==> config.mk <==
export PLATFORM = sky130hd
export DESIGN_NAME = hook_release_gain_control
export DESIGN_NICKNAME = d
export VERILOG_FILES = /design/src/core/hook_gain_pkg.sv /design/src/core/spi_xfer_if.sv /design/src/core/hook_release_gain_control.sv /design/src/core/serial_port_engine.sv
export SDC_FILE = /design/constraint.sdc
export NUM_CORES = 1
export LEC_CHECK = 0
export BUFFER_PORTS_ARGS = -buffer_cell sky130_fd_sc_hd__clkbuf_2
export CAP_MARGIN = 20
export CORE_MARGIN = 3
export CORE_UTILIZATION = 50
export DETAILED_ROUTE_END_ITERATION = 12
export PLACE_DENSITY_LB_ADDON = 0.15
export SLEW_MARGIN = 5
export SYNTH_ARGS = -nofsm -noshare
export SYNTH_HDL_FRONTEND = slang
export SYNTH_HIERARCHICAL = 1
export SYNTH_SLANG_ARGS = --single-unit
==> constraint.sdc <==
create_clock -name sys_clk -period 6.4 [get_ports sys_clk]
set_input_delay 0 -clock sys_clk [delete_from_list [all_inputs] [get_ports sys_clk]]
set_output_delay 0 -clock sys_clk [all_outputs]
set_load 0.02 [all_outputs]
==> src/core/hook_gain_pkg.sv <==
// constants and types shared by the hook release and gain control block
package hook_gain_pkg;

    // ****************************************
    // register map
    // ****************************************
    localparam logic [7:0] SQG_ADDR    = 8'h3B;
    localparam logic [7:0] SQG_RESET   = 8'h00;
    localparam logic [7:0] SQG_WR_MASK = 8'h56;
    localparam int         SQ_HI_BIT   = 6;
    localparam int         SQ_LO_BIT   = 4;
    localparam int         RXG_BIT     = 2;
    localparam int         GUARD_BIT   = 1;

    // ****************************************
    // serial frame layout
    // ****************************************
    localparam int         CMD_RD_BIT  = 5;
    localparam logic [4:0] CMD_END     = 5'h07;
    localparam logic [4:0] ADDR_END    = 5'h0F;
    localparam logic [4:0] DATA_END    = 5'h17;

    // ****************************************
    // on-hook release timing
    // ****************************************
    localparam int         CLK_PERIOD_NS = 100;
    localparam int         FAST_MAX_NS   = 500000;
    localparam int         FAST_CYC      = 1;
    localparam int         MID_NS        = 3000000;
    localparam int         MID_CYC       = MID_NS / CLK_PERIOD_NS;
    localparam int         SLOW_NS       = 26000000;
    localparam int         SLOW_CYC      = SLOW_NS / CLK_PERIOD_NS;
    localparam int         HOLD_W        = 18;

    // ****************************************
    // state types
    // ****************************************
    typedef enum logic [2:0] {
        XF_IDLE  = 3'b001,
        XF_SHIFT = 3'b010,
        XF_DONE  = 3'b100
    } xfer_state_t;

    typedef enum logic [2:0] {
        HK_ONHOOK  = 3'b001,
        HK_OFFHOOK = 3'b010,
        HK_RELEASE = 3'b100
    } hook_state_t;

endpackage

==> src/core/spi_xfer_if.sv <==
// register access strobes between serial engine and register bank
`timescale 1ns/1ns
interface spi_xfer_if;
    logic       wr_stb;
    logic [7:0] addr;
    logic [7:0] wdata;
    logic [7:0] rdata;

    modport engine (output wr_stb, output addr, output wdata, input rdata);
    modport regs   (input wr_stb, input addr, input wdata, output rdata);
endinterface
==> src/core/hook_release_gain_control.sv <==
// spark quench and gain register bank with hook release timing
`timescale 1ns/1ns
module hook_release_gain_control #(
    parameter logic [17:0] MID_CYC  = 18'(hook_gain_pkg::MID_CYC),
    parameter logic [17:0] SLOW_CYC = 18'(hook_gain_pkg::SLOW_CYC)
) (
    input  wire logic  sys_clk,
    input  wire logic  resetn,
    input  wire logic  cs_n,
    input  wire logic  sclk,
    input  wire logic  sdi,
    output logic       sdo,
    output logic       sdo_oe_n,
    output logic       serial_in_passthrough,
    input  wire logic  offhook_ctrl,
    input  wire logic  onhook_speed_sel,
    input  wire logic  onhook_speed_sel_b,
    input  wire logic  line_current_sel_bit,
    input  wire logic  line_rev_e_ok,
    input  wire logic  sleep_req,
    input  wire logic  ring_rect,
    input  wire logic  spk_pwm,
    input  wire logic  irq_req,
    input  wire logic  irq_mode_sel,
    output logic       loop_current_on,
    output logic [1:0] spark_quench_code,
    output logic       rx_gain_boost,
    output logic       guard_draw_en,
    output logic       sleeping,
    output logic       ring_detect_out_n,
    output logic       speaker_or_irq_out
);
    spi_xfer_if xf ();

    hook_gain_pkg::hook_state_t hk_state_r, hk_state_nxt;
    logic [7:0]  sqg_r, sqg_nxt;
    logic [17:0] hold_cnt_r, hold_cnt_nxt;
    logic        loop_on_r, loop_on_nxt;
    logic [1:0]  sq_code_r, sq_code_nxt;
    logic        rxg_r, rxg_nxt;
    logic        guard_r, guard_nxt;
    logic        sleep_r, sleep_nxt;
    logic        ring_n_r, ring_n_nxt;
    logic        spk_r, spk_nxt;
    logic        spark_quench_sel_hi;
    logic        spark_quench_sel_lo;
    logic        guarded_clear_en;
    logic [17:0] rel_len;
    logic        sel_fast;

    // ****************************************
    // serial port
    // ****************************************
    serial_port_engine u_engine (
        .sys_clk  (sys_clk),
        .resetn   (resetn),
        .cs_n     (cs_n),
        .sclk     (sclk),
        .sdi      (sdi),
        .sdo      (sdo),
        .sdo_oe_n (sdo_oe_n),
        .sdi_thru (serial_in_passthrough),
        .xf       (xf.engine)
    );

    // ****************************************
    // register bank
    // ****************************************
    always_comb begin
        sqg_nxt = sqg_r;
        if (xf.wr_stb && xf.addr == hook_gain_pkg::SQG_ADDR) begin
            sqg_nxt = xf.wdata & hook_gain_pkg::SQG_WR_MASK;
        end
        xf.rdata = (xf.addr == hook_gain_pkg::SQG_ADDR) ? sqg_r : 8'h00;
        spark_quench_sel_hi = sqg_r[hook_gain_pkg::SQ_HI_BIT];
        spark_quench_sel_lo = sqg_r[hook_gain_pkg::SQ_LO_BIT];
        guarded_clear_en    = sqg_r[hook_gain_pkg::GUARD_BIT];
    end

    // ****************************************
    // release length select
    // ****************************************
    always_comb begin
        sel_fast = 1'b0;
        if (onhook_speed_sel && spark_quench_sel_hi
            && spark_quench_sel_lo) begin
            rel_len = SLOW_CYC;
        end else if (!onhook_speed_sel && onhook_speed_sel_b
                     && !spark_quench_sel_hi
                     && !spark_quench_sel_lo) begin
            rel_len = MID_CYC;
        end else begin
            rel_len  = 18'(hook_gain_pkg::FAST_CYC);
            sel_fast = 1'b1;
        end
    end

    // ****************************************
    // hook state and line controls
    // ****************************************
    always_comb begin
        hk_state_nxt = hk_state_r;
        hold_cnt_nxt = hold_cnt_r;
        loop_on_nxt  = loop_on_r;
        case (hk_state_r)
            hook_gain_pkg::HK_ONHOOK: begin
                loop_on_nxt = 1'b0;
                if (offhook_ctrl) begin
                    hk_state_nxt = hook_gain_pkg::HK_OFFHOOK;
                    loop_on_nxt  = 1'b1;
                end
            end
            hook_gain_pkg::HK_OFFHOOK: begin
                loop_on_nxt = 1'b1;
                if (!offhook_ctrl) begin
                    hk_state_nxt = hook_gain_pkg::HK_RELEASE;
                    hold_cnt_nxt = rel_len - 18'h00001;
                end
            end
            hook_gain_pkg::HK_RELEASE: begin
                if (offhook_ctrl) begin
                    hk_state_nxt = hook_gain_pkg::HK_OFFHOOK;
                end else if (hold_cnt_r == 18'h00000) begin
                    hk_state_nxt = hook_gain_pkg::HK_ONHOOK;
                    loop_on_nxt  = 1'b0;
                end else begin
                    hold_cnt_nxt = hold_cnt_r - 18'h00001;
                end
            end
            default: begin
                hk_state_nxt = hook_gain_pkg::HK_ONHOOK;
                loop_on_nxt  = 1'b0;
            end
        endcase
        sq_code_nxt = {spark_quench_sel_hi, spark_quench_sel_lo};
        rxg_nxt     = sqg_r[hook_gain_pkg::RXG_BIT] & line_rev_e_ok;
        guard_nxt   = guarded_clear_en & line_current_sel_bit
                      & line_rev_e_ok
                      & (hk_state_r == hook_gain_pkg::HK_ONHOOK);
        sleep_nxt   = sleep_r | sleep_req;
        ring_n_nxt  = ~ring_rect;
        spk_nxt     = irq_mode_sel ? ~irq_req : spk_pwm;
    end

    always_ff @(posedge sys_clk) begin
        if (!resetn) begin
            sqg_r      <= hook_gain_pkg::SQG_RESET;
            hk_state_r <= hook_gain_pkg::HK_ONHOOK;
            hold_cnt_r <= 18'h00000;
            loop_on_r  <= 1'b0;
            sq_code_r  <= 2'h0;
            rxg_r      <= 1'b0;
            guard_r    <= 1'b0;
            sleep_r    <= 1'b0;
            ring_n_r   <= 1'b1;
            spk_r      <= 1'b0;
        end else begin
            sqg_r      <= sqg_nxt;
            hk_state_r <= hk_state_nxt;
            hold_cnt_r <= hold_cnt_nxt;
            loop_on_r  <= loop_on_nxt;
            sq_code_r  <= sq_code_nxt;
            rxg_r      <= rxg_nxt;
            guard_r    <= guard_nxt;
            sleep_r    <= sleep_nxt;
            ring_n_r   <= ring_n_nxt;
            spk_r      <= spk_nxt;
        end
    end

    assign loop_current_on    = loop_on_r;
    assign spark_quench_code  = sq_code_r;
    assign rx_gain_boost      = rxg_r;
    assign guard_draw_en      = guard_r;
    assign sleeping           = sleep_r;
    assign ring_detect_out_n  = ring_n_r;
    assign speaker_or_irq_out = spk_r;
endmodule

==> src/core/serial_port_engine.sv <==
// serial control port: frame decode, read shift-out, write strobe
`timescale 1ns/1ns
module serial_port_engine (
    input  wire logic   sys_clk,
    input  wire logic   resetn,
    input  wire logic   cs_n,
    input  wire logic   sclk,
    input  wire logic   sdi,
    output logic        sdo,
    output logic        sdo_oe_n,
    output logic        sdi_thru,
    spi_xfer_if.engine  xf
);
    hook_gain_pkg::xfer_state_t st_r, st_nxt;
    logic       sclk_q_r, sclk_q_nxt;
    logic [4:0] cnt_r, cnt_nxt;
    logic [7:0] sh_r, sh_nxt;
    logic       rd_r, rd_nxt;
    logic       load_r, load_nxt;
    logic [7:0] out_r, out_nxt;
    logic       sdo_r, sdo_nxt;
    logic       oe_n_r, oe_n_nxt;
    logic       thru_r, thru_nxt;
    logic       wr_r, wr_nxt;
    logic [7:0] addr_r, addr_nxt;
    logic [7:0] wdata_r, wdata_nxt;
    logic       rise, fall;
    logic [7:0] byte_in;

    // ****************************************
    // next state
    // ****************************************
    always_comb begin
        rise       = sclk & ~sclk_q_r;
        fall       = ~sclk & sclk_q_r;
        byte_in    = {sh_r[6:0], sdi};
        st_nxt     = st_r;
        sclk_q_nxt = sclk;
        cnt_nxt    = cnt_r;
        sh_nxt     = sh_r;
        rd_nxt     = rd_r;
        load_nxt   = 1'b0;
        out_nxt    = out_r;
        sdo_nxt    = sdo_r;
        oe_n_nxt   = cs_n;
        thru_nxt   = sdi;
        wr_nxt     = 1'b0;
        addr_nxt   = addr_r;
        wdata_nxt  = wdata_r;
        if (cs_n) begin
            st_nxt  = hook_gain_pkg::XF_IDLE;
            cnt_nxt = 5'h00;
        end else begin
            case (st_r)
                hook_gain_pkg::XF_IDLE: begin
                    st_nxt  = hook_gain_pkg::XF_SHIFT;
                    cnt_nxt = 5'h00;
                end
                hook_gain_pkg::XF_SHIFT: begin
                    if (rise) begin
                        sh_nxt  = byte_in;
                        cnt_nxt = cnt_r + 5'h01;
                        if (cnt_r == hook_gain_pkg::CMD_END) begin
                            rd_nxt = byte_in[hook_gain_pkg::CMD_RD_BIT];
                        end
                        if (cnt_r == hook_gain_pkg::ADDR_END) begin
                            addr_nxt = byte_in;
                            load_nxt = rd_r;
                        end
                        if (cnt_r == hook_gain_pkg::DATA_END) begin
                            st_nxt    = hook_gain_pkg::XF_DONE;
                            wr_nxt    = ~rd_r;
                            wdata_nxt = byte_in;
                        end
                    end
                    if (load_r) begin
                        out_nxt = xf.rdata;
                    end else if (fall && rd_r
                                 && cnt_r > hook_gain_pkg::ADDR_END) begin
                        sdo_nxt = out_r[7];
                        out_nxt = {out_r[6:0], 1'b0};
                    end
                end
                hook_gain_pkg::XF_DONE: begin
                    st_nxt = hook_gain_pkg::XF_DONE;
                end
                default: begin
                    st_nxt = hook_gain_pkg::XF_IDLE;
                end
            endcase
        end
    end

    // ****************************************
    // registers
    // ****************************************
    always_ff @(posedge sys_clk) begin
        if (!resetn) begin
            st_r     <= hook_gain_pkg::XF_IDLE;
            sclk_q_r <= 1'b0;
            cnt_r    <= 5'h00;
            sh_r     <= 8'h00;
            rd_r     <= 1'b0;
            load_r   <= 1'b0;
            out_r    <= 8'h00;
            sdo_r    <= 1'b0;
            oe_n_r   <= 1'b1;
            thru_r   <= 1'b0;
            wr_r     <= 1'b0;
            addr_r   <= 8'h00;
            wdata_r  <= 8'h00;
        end else begin
            st_r     <= st_nxt;
            sclk_q_r <= sclk_q_nxt;
            cnt_r    <= cnt_nxt;
            sh_r     <= sh_nxt;
            rd_r     <= rd_nxt;
            load_r   <= load_nxt;
            out_r    <= out_nxt;
            sdo_r    <= sdo_nxt;
            oe_n_r   <= oe_n_nxt;
            thru_r   <= thru_nxt;
            wr_r     <= wr_nxt;
            addr_r   <= addr_nxt;
            wdata_r  <= wdata_nxt;
        end
    end

    assign sdo       = sdo_r;
    assign sdo_oe_n  = oe_n_r;
    assign sdi_thru  = thru_r;
    assign xf.wr_stb = wr_r;
    assign xf.addr   = addr_r;
    assign xf.wdata  = wdata_r;
endmodule

# == Word level (Yosys, flattened, before mapping) ==
# Index checks and enable logic that the tools add are counted.
# totals
wordCells,117
inputBits,15
reg_bits,78
# classes
bitwise,19
addsub,3
eq_ne,18
reduce_logical,29
order_cmp,1
muxes,24
# ops
op,count
$mux 18,4
$pmux 18 s2,1
$sub 18x1->18 const B,2
$reduce_and 4->1,5
$logic_not 18->1,1
$mux 3,6
$pmux 3 s3,2
$mux 8,2
$mux 15,1
$not 1->1,12
$ne 2x2->1 const B,5
$pmux 5 s2,1
$reduce_or 5->1,2
$reduce_and 3->1,3
$eq 8x6->1 const B,1
$logic_and 1x1->1,8
$mux 7,1
$and 1x1->1,6
$eq 3x1->1 const B,2
$eq 3x2->1 const B,2
$eq 3x3->1 const B,2
$reduce_and 2->1,3
$reduce_bool 2->1,3
$add 5x1->5 const B,1
12 further kinds,18

# == Longest topological paths before layout ==
# Gate-level depths: netlist (run 1).
# depth
ltp_word,9
depth_mapped,11

# == Modules after synthesis ==
# Netlist (run 1), hierarchy kept.
# modules_own_cells
mod,instances,area_per_inst_um2,cells_each
serial_port_engine,1,2033.2,217
hook_release_gain_control,1,1846.8,238

# == Least setup slack after synthesis (run 1) ==
# No wires, ideal clock.
# synth_timing
kind,reg-to-reg
start,register hk_state_r[1]
end,register hold_cnt_r[12]
slack_ns,3.779
required_time_ns,6.281
setup_time_ns,0.119
arrival_ns,2.501
stages_incl_launch_ff,12
cell_sequence,dfxtp_1 clkbuf_8 or3b_1 buf_2 clkbuf_1 o21ai_0 ha_1 o21ai_1 a211oi_4 mux2_2 o21ai_0 a21oi_1
# synth_between
elab_chain_cells,3
elab_cells_between_ends,8
classes_between,eq/ne (5); mux (1); reduce/logical (2)
# synth_rtl
element,line_no,text
from (decl),hook_release_gain_control.sv:35,"hook_gain_pkg::hook_state_t hk_state_r, hk_state_nxt;"
from (signal assigned),hook_release_gain_control.sv:148,hk_state_r <= hook_gain_pkg::HK_ONHOOK;
from (signal assigned),hook_release_gain_control.sv:159,hk_state_r <= hk_state_nxt;
$eq 3x3->1 / $eq 3x2->1 (equally long branches),hook_release_gain_control.sv:105,case (hk_state_r)
$ne 2x2->1 (no line) / $reduce_bool 2->1 (equally long branches),-,
$reduce_and 4->1 (no line),-,
to (signal assigned),hook_release_gain_control.sv:160,hold_cnt_r <= hold_cnt_nxt;
to (decl),hook_release_gain_control.sv:37,"logic [17:0] hold_cnt_r, hold_cnt_nxt;"
# Parallel ways exist; a longest one is shown, timed or not.
# A chain may end at the register's enable or synchronous reset.

# == Final worst setup path (run 1) ==
# layout_timing
start,register hk_state_r[0]
end,register hold_cnt_r[12]
# The elaborated chain is that of the path after synthesis.

==> key figures, run 1 <==
Global routing
  – GRT Util Overall: 0.195
  – First-pass GRT wire length: around 14000 um
  – Antenna violations before repair: 0
  – Largest net degree at the start of global routing: 65
  – Number of global-route vias before repair: 2932
  – Gr ovfl total: 0

Critical path
  – Critical Path RT: between 6 and 7 ns
  – Cell class contributing the biggest share of worst-path delay: compound AO/OA/AOI/OAI gates
  – Crit Path Max Fanout: 27
  – Most common cell on crit path: o21ai_0
  – Worst setup EP type: flip-flop
  – Max stage delay on crit path: 0.70 ns
  – Crit Path Class: flip-flop to flip-flop
  – Cells along the critical path: or3b_1, o21ai_0, o21ai_0, ha_1, o21ai_1, a211oi_4, mux2_2, o21ai_0, a21oi_1
  – WP buf/inv: 0
  – Worst Setup Start Kind: flip-flop
  – Slowest CP cell: or3b_1
  – Reg2reg setup slack: 3.06 ns
  – Worst EP arrival: 3.58 ns

Run status
  – Status: complete, no violations

Clock tree
  – Root buf cell: clkbuf_8
  – H-Tree Depth: 3
  – Worst skew pair latency: 0.34 ns
  – Worst-path clk slew: roughly 0.08 ns
  – CTS buffer count: 9
  – CTS resizes: 0
  – Hold_buf cts: 10
  – Clk sinks: 75
  – # Post-CTS Setup Buffers: 0
  – CTS Buffer Depth: 2
  – CTS tree: done

Cells and area
  – Diodes inserted: 0
  – Syn-to-layout area delta: 10.5%
  – Post-Route Utilization: 0.588
  – Fraction of layout cells with a size suffix above 1: 0.146
  – Final #Nets: 487
  – Fillers: ~650

Timing
  – Highest Clock Rate: approximately 300 MHz
  – Unrepaired setup endpoints after global routing: no
  – Worst Tran Pin Value: 1.00 ns
  – Final setup fails: 0
  – Clock skew: slightly above 0.008 ns
  – Post-route clock period utilization: 0.522
  – Min Clock Period, post-route: 3.34 ns
  – Pins Over Slew Limit: 0
  – Setup TNS: 0 ns
  – Hold Violations, Final: 0
  – Max-slew headroom: 0.329

Placement
  – Routability congestion estimate: 0.841
  – Port bufs: 25
  – Hpwl dp: roughly 5300 um

Floorplanning
  – Rows: 30
  – Die W: between 90 and 100 um
  – Boundary Pins: 26
  – Die area: ~8500 um^2
  – Initial Utilization: 0.532
  – Chip Height: 92.4 um
  – Core area: around 7000 um^2

Routing
  – Iter 0 DRT Violations: 112
  – DR pass1 iterations: 4
  – DRT antenna net count: 0
  – DR vias: 3127
  – Avg WL per Cell: 13.7 um
  – Total length of routed wires: 7810 um
  – Via density: 5.49
  – DRC Markers: 0

Synth
  – Cells after Synth: roughly 440
  – Ys Warns: 6
  – Area of the mapped netlist: 3730 um^2
  – Mean post-synth cell area: about 8.4 um^2

Worst hold path
  – Worst hold path type: input port to flip-flop

Power
  – Worst vdd ir: 130 uV
  – Power density over the cells: between 200 and 250 nW/um^2
  – Leak Pwr: 1.44 nW

Run
  – Max-cap violations: 0
==> report_power, final <==
group / switching [W] / internal [W] / leakage [nW] / total [W]
logic: 0.0000340 / 0.0000230 / 0.744 / 0.0000570
clock network: 0.000168 / 0.000161 / 0.0884 / 0.000329
registers: 0.00000584 / 0.000471 / 0.607 / 0.000477
total: 0.000208 / 0.000655 / 1.44 / 0.000863
==> sequential cells by signal, summed over array words and instances, names as in the netlist, 3 cells and up <==
register	flops
u_engine/st_r	3
u_engine/xf.wdata	4
hold_cnt_r	18
u_engine/cnt_r	5
u_engine/sh_r	7
sqg_r	4
u_engine/xf.addr	8
u_engine/out_r	8
hk_state_r	3
==> path summary, 6_finish.rpt <==
kind | cells past startpoint | endpoint | startpoint
max reg2reg | 9 | hold_cnt_r[12]$_SDFFE_PN0P_ | hk_state_r[0]$_SDFFE_PN1P_
min reg2reg | 2 | u_engine/out_r[6]$_SDFFE_PN0P_ | u_engine/out_r[6]$_SDFFE_PN0P_
min | 2 | hk_state_r[1]$_SDFFE_PN0P_ | offhook_ctrl
max | 9 | hold_cnt_r[12]$_SDFFE_PN0P_ | hk_state_r[0]$_SDFFE_PN1P_
==> layout make-up <==
| class | count | area, um^2 | area share |
|---|---|---|---|
| Multi-Input combinational cell | 337 | 2050 | 0.497 |
| Inverter | 9 | 33.8 | 0.00819 |
| Timing Repair Buffer | 37 | 238 | 0.0576 |
| Clock inverter | 4 | 25.0 | 0.00607 |
| Sequential cell | 75 | 1500 | 0.364 |
| Tap cell | 96 | 120 | 0.0291 |
| Clock buffer | 12 | 155 | 0.0376 |
==> per-stage QoR <==
step,setup slack [ns],area [um^2],power (W),cells,hold WS [ns]
floorplan,3.78,3750,0.000526,446,0.0619
global placement,3.21,3840,0.000540,543,0.151
detailed placement,3.10,3840,0.000540,543,0.156
CTS,3.07,4120,0.000875,569,0.0000581
global route,2.71,4130,0.000902,570,0.0125
finish,3.06,4130,0.000863,570,0.0303
==> layer usage <==
metal	wire length [um]	part of all wire	vias up	track usage
met3	182	0.023	8	0.0520
li1	-	-	1634	-
met2	3910	0.50	34	0.341
met4	98	0.013	0	0.0644
met1	3620	0.46	1451	0.230
met5	0	0	-	0
==> cells in the final DEF, fill, tap and decap left out, types with 4 or more instances in the layout <==
cell	count
dfxtp_1	75
nand2_1	61
o21ai_0	35
nor2_1	35
a21oi_1	31
clkbuf_2	26
nand3_1	25
mux2i_1	16
nor3_1	11
mux2_2	11
clkbuf_8	11
nor2b_1	11
dlygate4sd3_1	10
and2_1	9
inv_1	8
a21boi_0	8
and3_1	7
nand4_1	6
o22ai_1	5
a31oi_1	4
conb_1	4
Note: power is estimated with default switching activity, not from simulation.
==> run 2, diff against run 1 <==
clock period = 2.7 ns   (was 6.4 ns; I/O delays follow)
==> key figures, run 2 (synthesis results as in run 1) <==
Run status
  – Status: complete, no violations

Clock tree
  – Hold_buf cts: 11 (+1)
  – # Post-CTS Setup Buffers: 0 (unchanged)
  – CTS buffer count: 9 (unchanged)
  – CTS Buffer Depth: 2 (unchanged)
  – Worst-path clk slew: 0.08 ns (about the same)
  – Clk sinks: 75 (unchanged)
  – Worst skew pair latency: 0.35 ns (about the same)
  – H-Tree Depth: 3 (unchanged)
  – CTS tree: done
  – Root buf cell: clkbuf_8
  – CTS resizes: 0 (unchanged)

Global routing
  – Antenna violations before repair: 0 (unchanged)
  – Gr ovfl total: 0 (unchanged)
  – Largest net degree at the start of global routing: 51 (-22%)
  – Met2 usage: 0.346 (+0.00423)
  – First-pass GRT wire length: 14500 um (+6.8%)
  – Number of global-route vias before repair: 3139 (+7.1%)
  – GR Util met3: 0.0325 (-0.0195)
  – Met1 Use GR: 0.257 (+0.0273)
  – Busiest layer in global routing: met2
  – GRT Util Overall: 0.208 (+0.0131)

Floorplanning
  – Die W: 92.4 um (unchanged)
  – Die area: 8540 um^2 (unchanged)
  – Rows: 30 (unchanged)
  – Boundary Pins: 26 (unchanged)
  – Initial Utilization: 0.532 (unchanged)
  – Chip Height: 92.4 um (unchanged)
  – Core area: 7020 um^2 (unchanged)

Cells and area
  – Diodes inserted: 0 (unchanged)
  – Commonest non-fill, non-tap cells in the layout: dfxtp_1, nand2_1, o21ai_0, nor2_1, a21oi_1
  – Final #Nets: 501 (+2.9%)
  – Fillers: 659 (+1.2%)
  – Syn-to-layout area delta: 13.1%
  – Largest Register: hold_cnt_r
  – Final instance area: 4230 um^2 (+2.4%)
  – Largest register FFs: 18 (unchanged)
  – Commonest non-fill, non-tap cell in the layout: dfxtp_1
  – Fraction of layout cells with a size suffix above 1: 0.168 (+0.0228)

Placement
  – Routability congestion estimate: 0.915 (+8.7%)
  – Port bufs: 25 (unchanged)
  – Hpwl dp: 5730 um (+7.4%)
  – DP Area: 3950 um^2 (+2.7%)

Timing
  – Min Clock Period, post-route: 2.47 ns (-0.875 ns)
  – Worst Tran Pin Value: 0.635 ns (-0.369 ns)
  – Hold Violations, Final: 0 (unchanged)
  – Final setup fails: 0 (unchanged)
  – Hold slack: 0.0728 ns (+0.0426 ns)
  – Setup TNS: 0 ns (unchanged)
  – Clock skew: 0.0142 ns (+0.00597 ns)
  – Pins Over Slew Limit: 0 (unchanged)
  – Unrepaired setup endpoints after global routing: no
  – Max-slew headroom: 0.574 (+0.245)
  – Post-route clock period utilization: 0.914 (+0.392)
  – Highest Clock Rate: 405 MHz (+35%)

Routing
  – DRC Markers: 0 (unchanged)
  – Via density: 5.63 (+2.6%)
  – DRT antenna net count: 0 (unchanged)
  – Avg WL per Cell: 14.4 um (+5.0%)
  – Iter 0 DRT Violations: 140 (+25%)
  – DR pass1 iterations: 4 (unchanged)
  – Total length of routed wires: 8390 um (+7.4%)
  – DR vias: 3281 (+4.9%)

Critical path
  – Critical Path RT: 2.93 ns (-3.71 ns)
  – Worst setup EP type: flip-flop
  – Crit Path Class: flip-flop to flip-flop
  – Worst EP arrival: 2.70 ns (-0.88 ns)
  – Crit Path Max Fanout: 6 (-78%)
  – Worst Setup Start Kind: flip-flop

Worst hold path
  – Worst hold path type: input port to flip-flop

Power
  – Power density over the cells: 487 nW/um^2 (+130%)
  – Worst vdd ir: 268 uV (+110%)
  – Leak Pwr: 1.50 nW (+4.4%)

Run
  – Max-cap violations: 0 (unchanged)
==> run 2: changes by cell type in the layout (fill, tap and decap cells not counted), sizes merged <==
cell	delta
dlygate4sd3	+1
clkinv	-1
buf	+14
inv	+3
clkbuf	-4
==> run 2: path summary, 6_finish.rpt <==
path,start,to,cells after the start,slack (ns)
worst min-delay path,resetn,ring_detect_out_n$_SDFF_PN1_,2,0.07
worst max register to register,sqg_r[4]$_SDFFE_PN0P_,hold_cnt_r[12]$_SDFFE_PN0P_,9,0.23
worst max-delay path,sqg_r[4]$_SDFFE_PN0P_,hold_cnt_r[12]$_SDFFE_PN0P_,9,0.23
worst min register to register,u_engine/out_r[4]$_SDFFE_PN0P_,u_engine/out_r[4]$_SDFFE_PN0P_,2,0.46
==> run 2: critical path, cell delays in order (launching register included) <==
cell	delay (ns)
dfxtp_1	0.35
nor4b_1	0.41
o21ai_0	0.17
o21ai_0	0.14
ha_1	0.23
o21ai_1	0.16
a211oi_4	0.31
mux2_2	0.38
o21ai_0	0.15
a21oi_1	0.05
==> run 2: layer usage <==
layer  routed length (um)  part of all wire
met1                 3880              0.46
met2                 4080              0.49
met3                  229             0.027
met4                  201             0.024
met5                    0                 0
==> run 2: power breakdown <==
group / internal (W) / total (W) / leakage [nW] / switching, W
sequential: 0.00112 / 0.00113 / 0.607 / 0.00000879
combinational: 0.0000634 / 0.000154 / 0.813 / 0.0000905
clock: 0.000337 / 0.000778 / 0.0825 / 0.000441
==> run 2: cell type report <==
| cell class | instances | area (um^2) | area share |
|---|---|---|---|
| flip-flops and latches | 75 | 1500 | 0.355 |
| well taps | 96 | 120 | 0.0284 |
| inverters | 9 | 33.8 | 0.00800 |
| clock buffers | 9 | 124 | 0.0293 |
| multi-input cells | 337 | 2050 | 0.486 |
| clock inverters | 6 | 46.3 | 0.0110 |
| repair buffers | 51 | 348 | 0.0823 |
==> run 2: stage by stage <==
stage	setup WS, ns	utilization	total power, W	std cells
5_1_grt	0.0603	0.602	0.00215	583
4_1_cts	0.275	0.602	0.00208	583
3_5_place_dp	0.303	0.562	0.00129	557
3_3_place_gp	0.415	0.562	0.00129	557
2_1_floorplan	0.0791	-	0.00125	446
6_report	0.231	0.602	0.00206	583
==> run 3, diff against run 2 <==
CORE_MARGIN = 2   (was 3)
GPL_TIMING_DRIVEN = 0   (was default)
==> key figures, run 3 (synthesis results as in run 1) <==
Run status
  – Status: complete, no violations

Critical path
  – Worst EP arrival: 2.84 ns (+0.14 ns)
  – Slowest CP cell: or3b_1
  – Worst Setup Start Kind: flip-flop
  – Crit path capture: hold_cnt_r[10]$_SDFFE_PN0P_
  – Reg2reg path depth: 12 (+3)
  – Critical Path RT: 2.98 ns (+0.05 ns)
  – Most common cell on crit path: buf_4
  – Max stage delay on crit path: 0.33 ns (-0.08 ns)
  – Reg2reg setup slack: 0.14 ns (-0.10 ns)
  – Crit Path Max Fanout: 10 (+4)
  – Critical R2R Launch: hk_state_r[1]$_SDFFE_PN0P_
  – Worst setup EP type: flip-flop
  – RR Endpoint: hold_cnt_r[10]$_SDFFE_PN0P_
  – Crit Path Class: flip-flop to flip-flop
  – Cells along the critical path: clkbuf_8, or3b_1, buf_2, buf_4, o21ai_4, ha_4, o21ai_2, a211oi_4, buf_4, o22ai_1, and3_1, nor3_2
  – CP Launch Point: hk_state_r[1]$_SDFFE_PN0P_

Cells and area
  – Sequential cell area: 1500 um^2 (about the same)
  – Syn-to-layout area delta: 17.8%
  – Multi-input gate area: 2090 um^2 (+1.6%)
  – Commonest non-fill, non-tap cell in the layout: dfxtp_1
  – Final #Nets: 516 (+3.0%)
  – Largest register FFs: 18 (unchanged)
  – Post-Route Utilization: 0.607 (+0.00473)
  – Fraction of layout cells with a size suffix above 1: 0.179 (+0.0105)
  – Diodes inserted: 0 (unchanged)
  – Largest Register: hold_cnt_r
  – Commonest non-fill, non-tap cells in the layout: dfxtp_1, nand2_1, nor2_1, a21oi_1, o21ai_0
  – Fillers: 684 (+3.8%)

Timing
  – Unrepaired setup endpoints after global routing: no
  – Worst Tran Pin Value: 0.597 ns (-0.0386 ns)
  – Highest Clock Rate: 390 MHz (-3.7%)
  – Pins Over Slew Limit: 0 (unchanged)
  – Final setup fails: 0 (unchanged)
  – Hold slack: 0.177 ns (+0.104 ns)
  – Max-slew headroom: 0.602 (+0.0284)
  – Setup TNS: 0 ns (unchanged)
  – Min Clock Period, post-route: 2.56 ns (+0.0951 ns)
  – Post-route clock period utilization: 0.950 (+0.0352)
  – Hold Violations, Final: 0 (unchanged)
  – Clock skew: 0.00964 ns (-0.00456 ns)

Global routing
  – Antenna violations before repair: 0 (unchanged)
  – GRT Util Overall: 0.223 (+0.0153)
  – Largest net degree at the start of global routing: 14 (-73%)
  – Number of global-route vias before repair: 3215 (+2.4%)
  – Gr ovfl total: 0 (unchanged)
  – First-pass GRT wire length: 15000 um (+3.9%)

Routing
  – DRT antenna net count: 0 (unchanged)
  – Via density: 5.58 (-0.82%)
  – Total length of routed wires: 8710 um (+3.8%)
  – DRC Markers: 0 (unchanged)
  – DR pass1 iterations: 4 (unchanged)
  – Avg WL per Cell: 14.5 um (+0.55%)
  – Iter 0 DRT Violations: 129 (-7.9%)
  – DR vias: 3360 (+2.4%)

Power
  – Design Power: 0.00225 W (+9.3%)
  – Leak Pwr: 1.57 nW (+4.8%)
  – Worst vdd ir: 304 uV (+14%)
  – Power density over the cells: 511 nW/um^2 (+5.0%)

Clock tree
  – Worst-path clk slew: 0.08 ns (about the same)
  – H-Tree Depth: 3 (unchanged)
  – CTS buffer count: 9 (unchanged)
  – CTS Buffer Depth: 2 (unchanged)
  – Worst skew pair latency: 0.35 ns (about the same)
  – Root buf cell: clkbuf_8
  – CTS tree: done
  – Clk sinks: 75 (unchanged)

Placement
  – Port bufs: 25 (unchanged)
  – Hpwl dp: 6060 um (+5.7%)
  – Routability congestion estimate: 0.904 (-1.2%)

Worst hold path
  – Worst hold path type: input port to flip-flop

Floorplanning
  – Die area: 8180 um^2 (-4.3%)
  – Initial Utilization: 0.515 (-0.0172)
  – Chip Height: 90.4 um (-2.2%)
  – Boundary Pins: 26 (unchanged)
  – Rows: 31 (+3.3%)
  – Die W: 90.4 um (-2.2%)
  – Core area: 7250 um^2 (+3.3%)

Run
  – Max-cap violations: 0 (unchanged)
## run 3: cell count changes in the layout (fill, tap and decap cells not counted), moves of 4 or more
| cell | delta |
|---|---|
| clkbuf_1 | +12 |
| buf_2 | +4 |
| buf_4 | -6 |
| o21ai_0 | -4 |
## run 3: power by group
group	leakage, nW	switching, W	total, W	internal (W)
clock	0.108	0.000433	0.000962	0.000528
combinational	0.859	0.0000943	0.000162	0.0000673
sequential	0.607	0.00000875	0.00113	0.00112
## run 3: worst min-delay path by stage
| stage | from | to | cells after the start |
|---|---|---|---|
| after floorplan | ring_rect | ring_detect_out_n$_SDFF_PN1_ | 1 |
| after global placement | ring_rect | ring_detect_out_n$_SDFF_PN1_ | 2 |
| after detailed placement | ring_rect | ring_detect_out_n$_SDFF_PN1_ | 2 |
| after CTS | onhook_speed_sel | hold_cnt_r[4]$_SDFFE_PN0P_ | 5 |
| after global routing | onhook_speed_sel | hold_cnt_r[4]$_SDFFE_PN0P_ | 5 |
| final | onhook_speed_sel | hold_cnt_r[4]$_SDFFE_PN0P_ | 5 |
## run 3: per-layer routing
| metal | GRT usage | vias up | part of all wire |
|---|---|---|---|
| li1 | - | 1684 | - |
| met1 | 0.278 | 1576 | 0.45 |
| met2 | 0.370 | 84 | 0.49 |
| met3 | 0.0526 | 16 | 0.039 |
| met4 | 0.0949 | 0 | 0.016 |
| met5 | 0 | - | 0 |
## run 3: critical path, delay by kind of cell (launching register included)
kind	cells	cell delay (ns)
and+or+nand+nor	3	0.69
AOI/OAI and AO/OA	4	0.58
DFF	1	0.31
buffers and inverters	4	0.72
adders and majority gates	1	0.18
## run 3: repair_timing
action                     in CTS  in global routing
hold endpoints to repair       11                  0
gates resized for setup         9                  8
pin swaps                       1                  2
setup endpoints to repair       5                  3
hold buffers                   12                  0
setup buffers                   2                  1
## run 3: per-stage QoR
stage	std cells	worst slack, ns	cell area (um^2)
floorplan	446	0.0791	3750
global placement	570	-0.452	4000
detailed placement	570	-0.405	4000
CTS	600	0.0242	4380
global route	602	0.0177	4400
finish	602	0.136	4400
## run 3: final cells by class
class,instances,area share
clock inverters,5,0.0196
multi-input cells,337,0.474
well taps,99,0.0281
clock buffers,11,0.0299
plain buffers,25,0.0372
inverters,9,0.00768
flip-flops and latches,75,0.341
repair buffers,41,0.0620
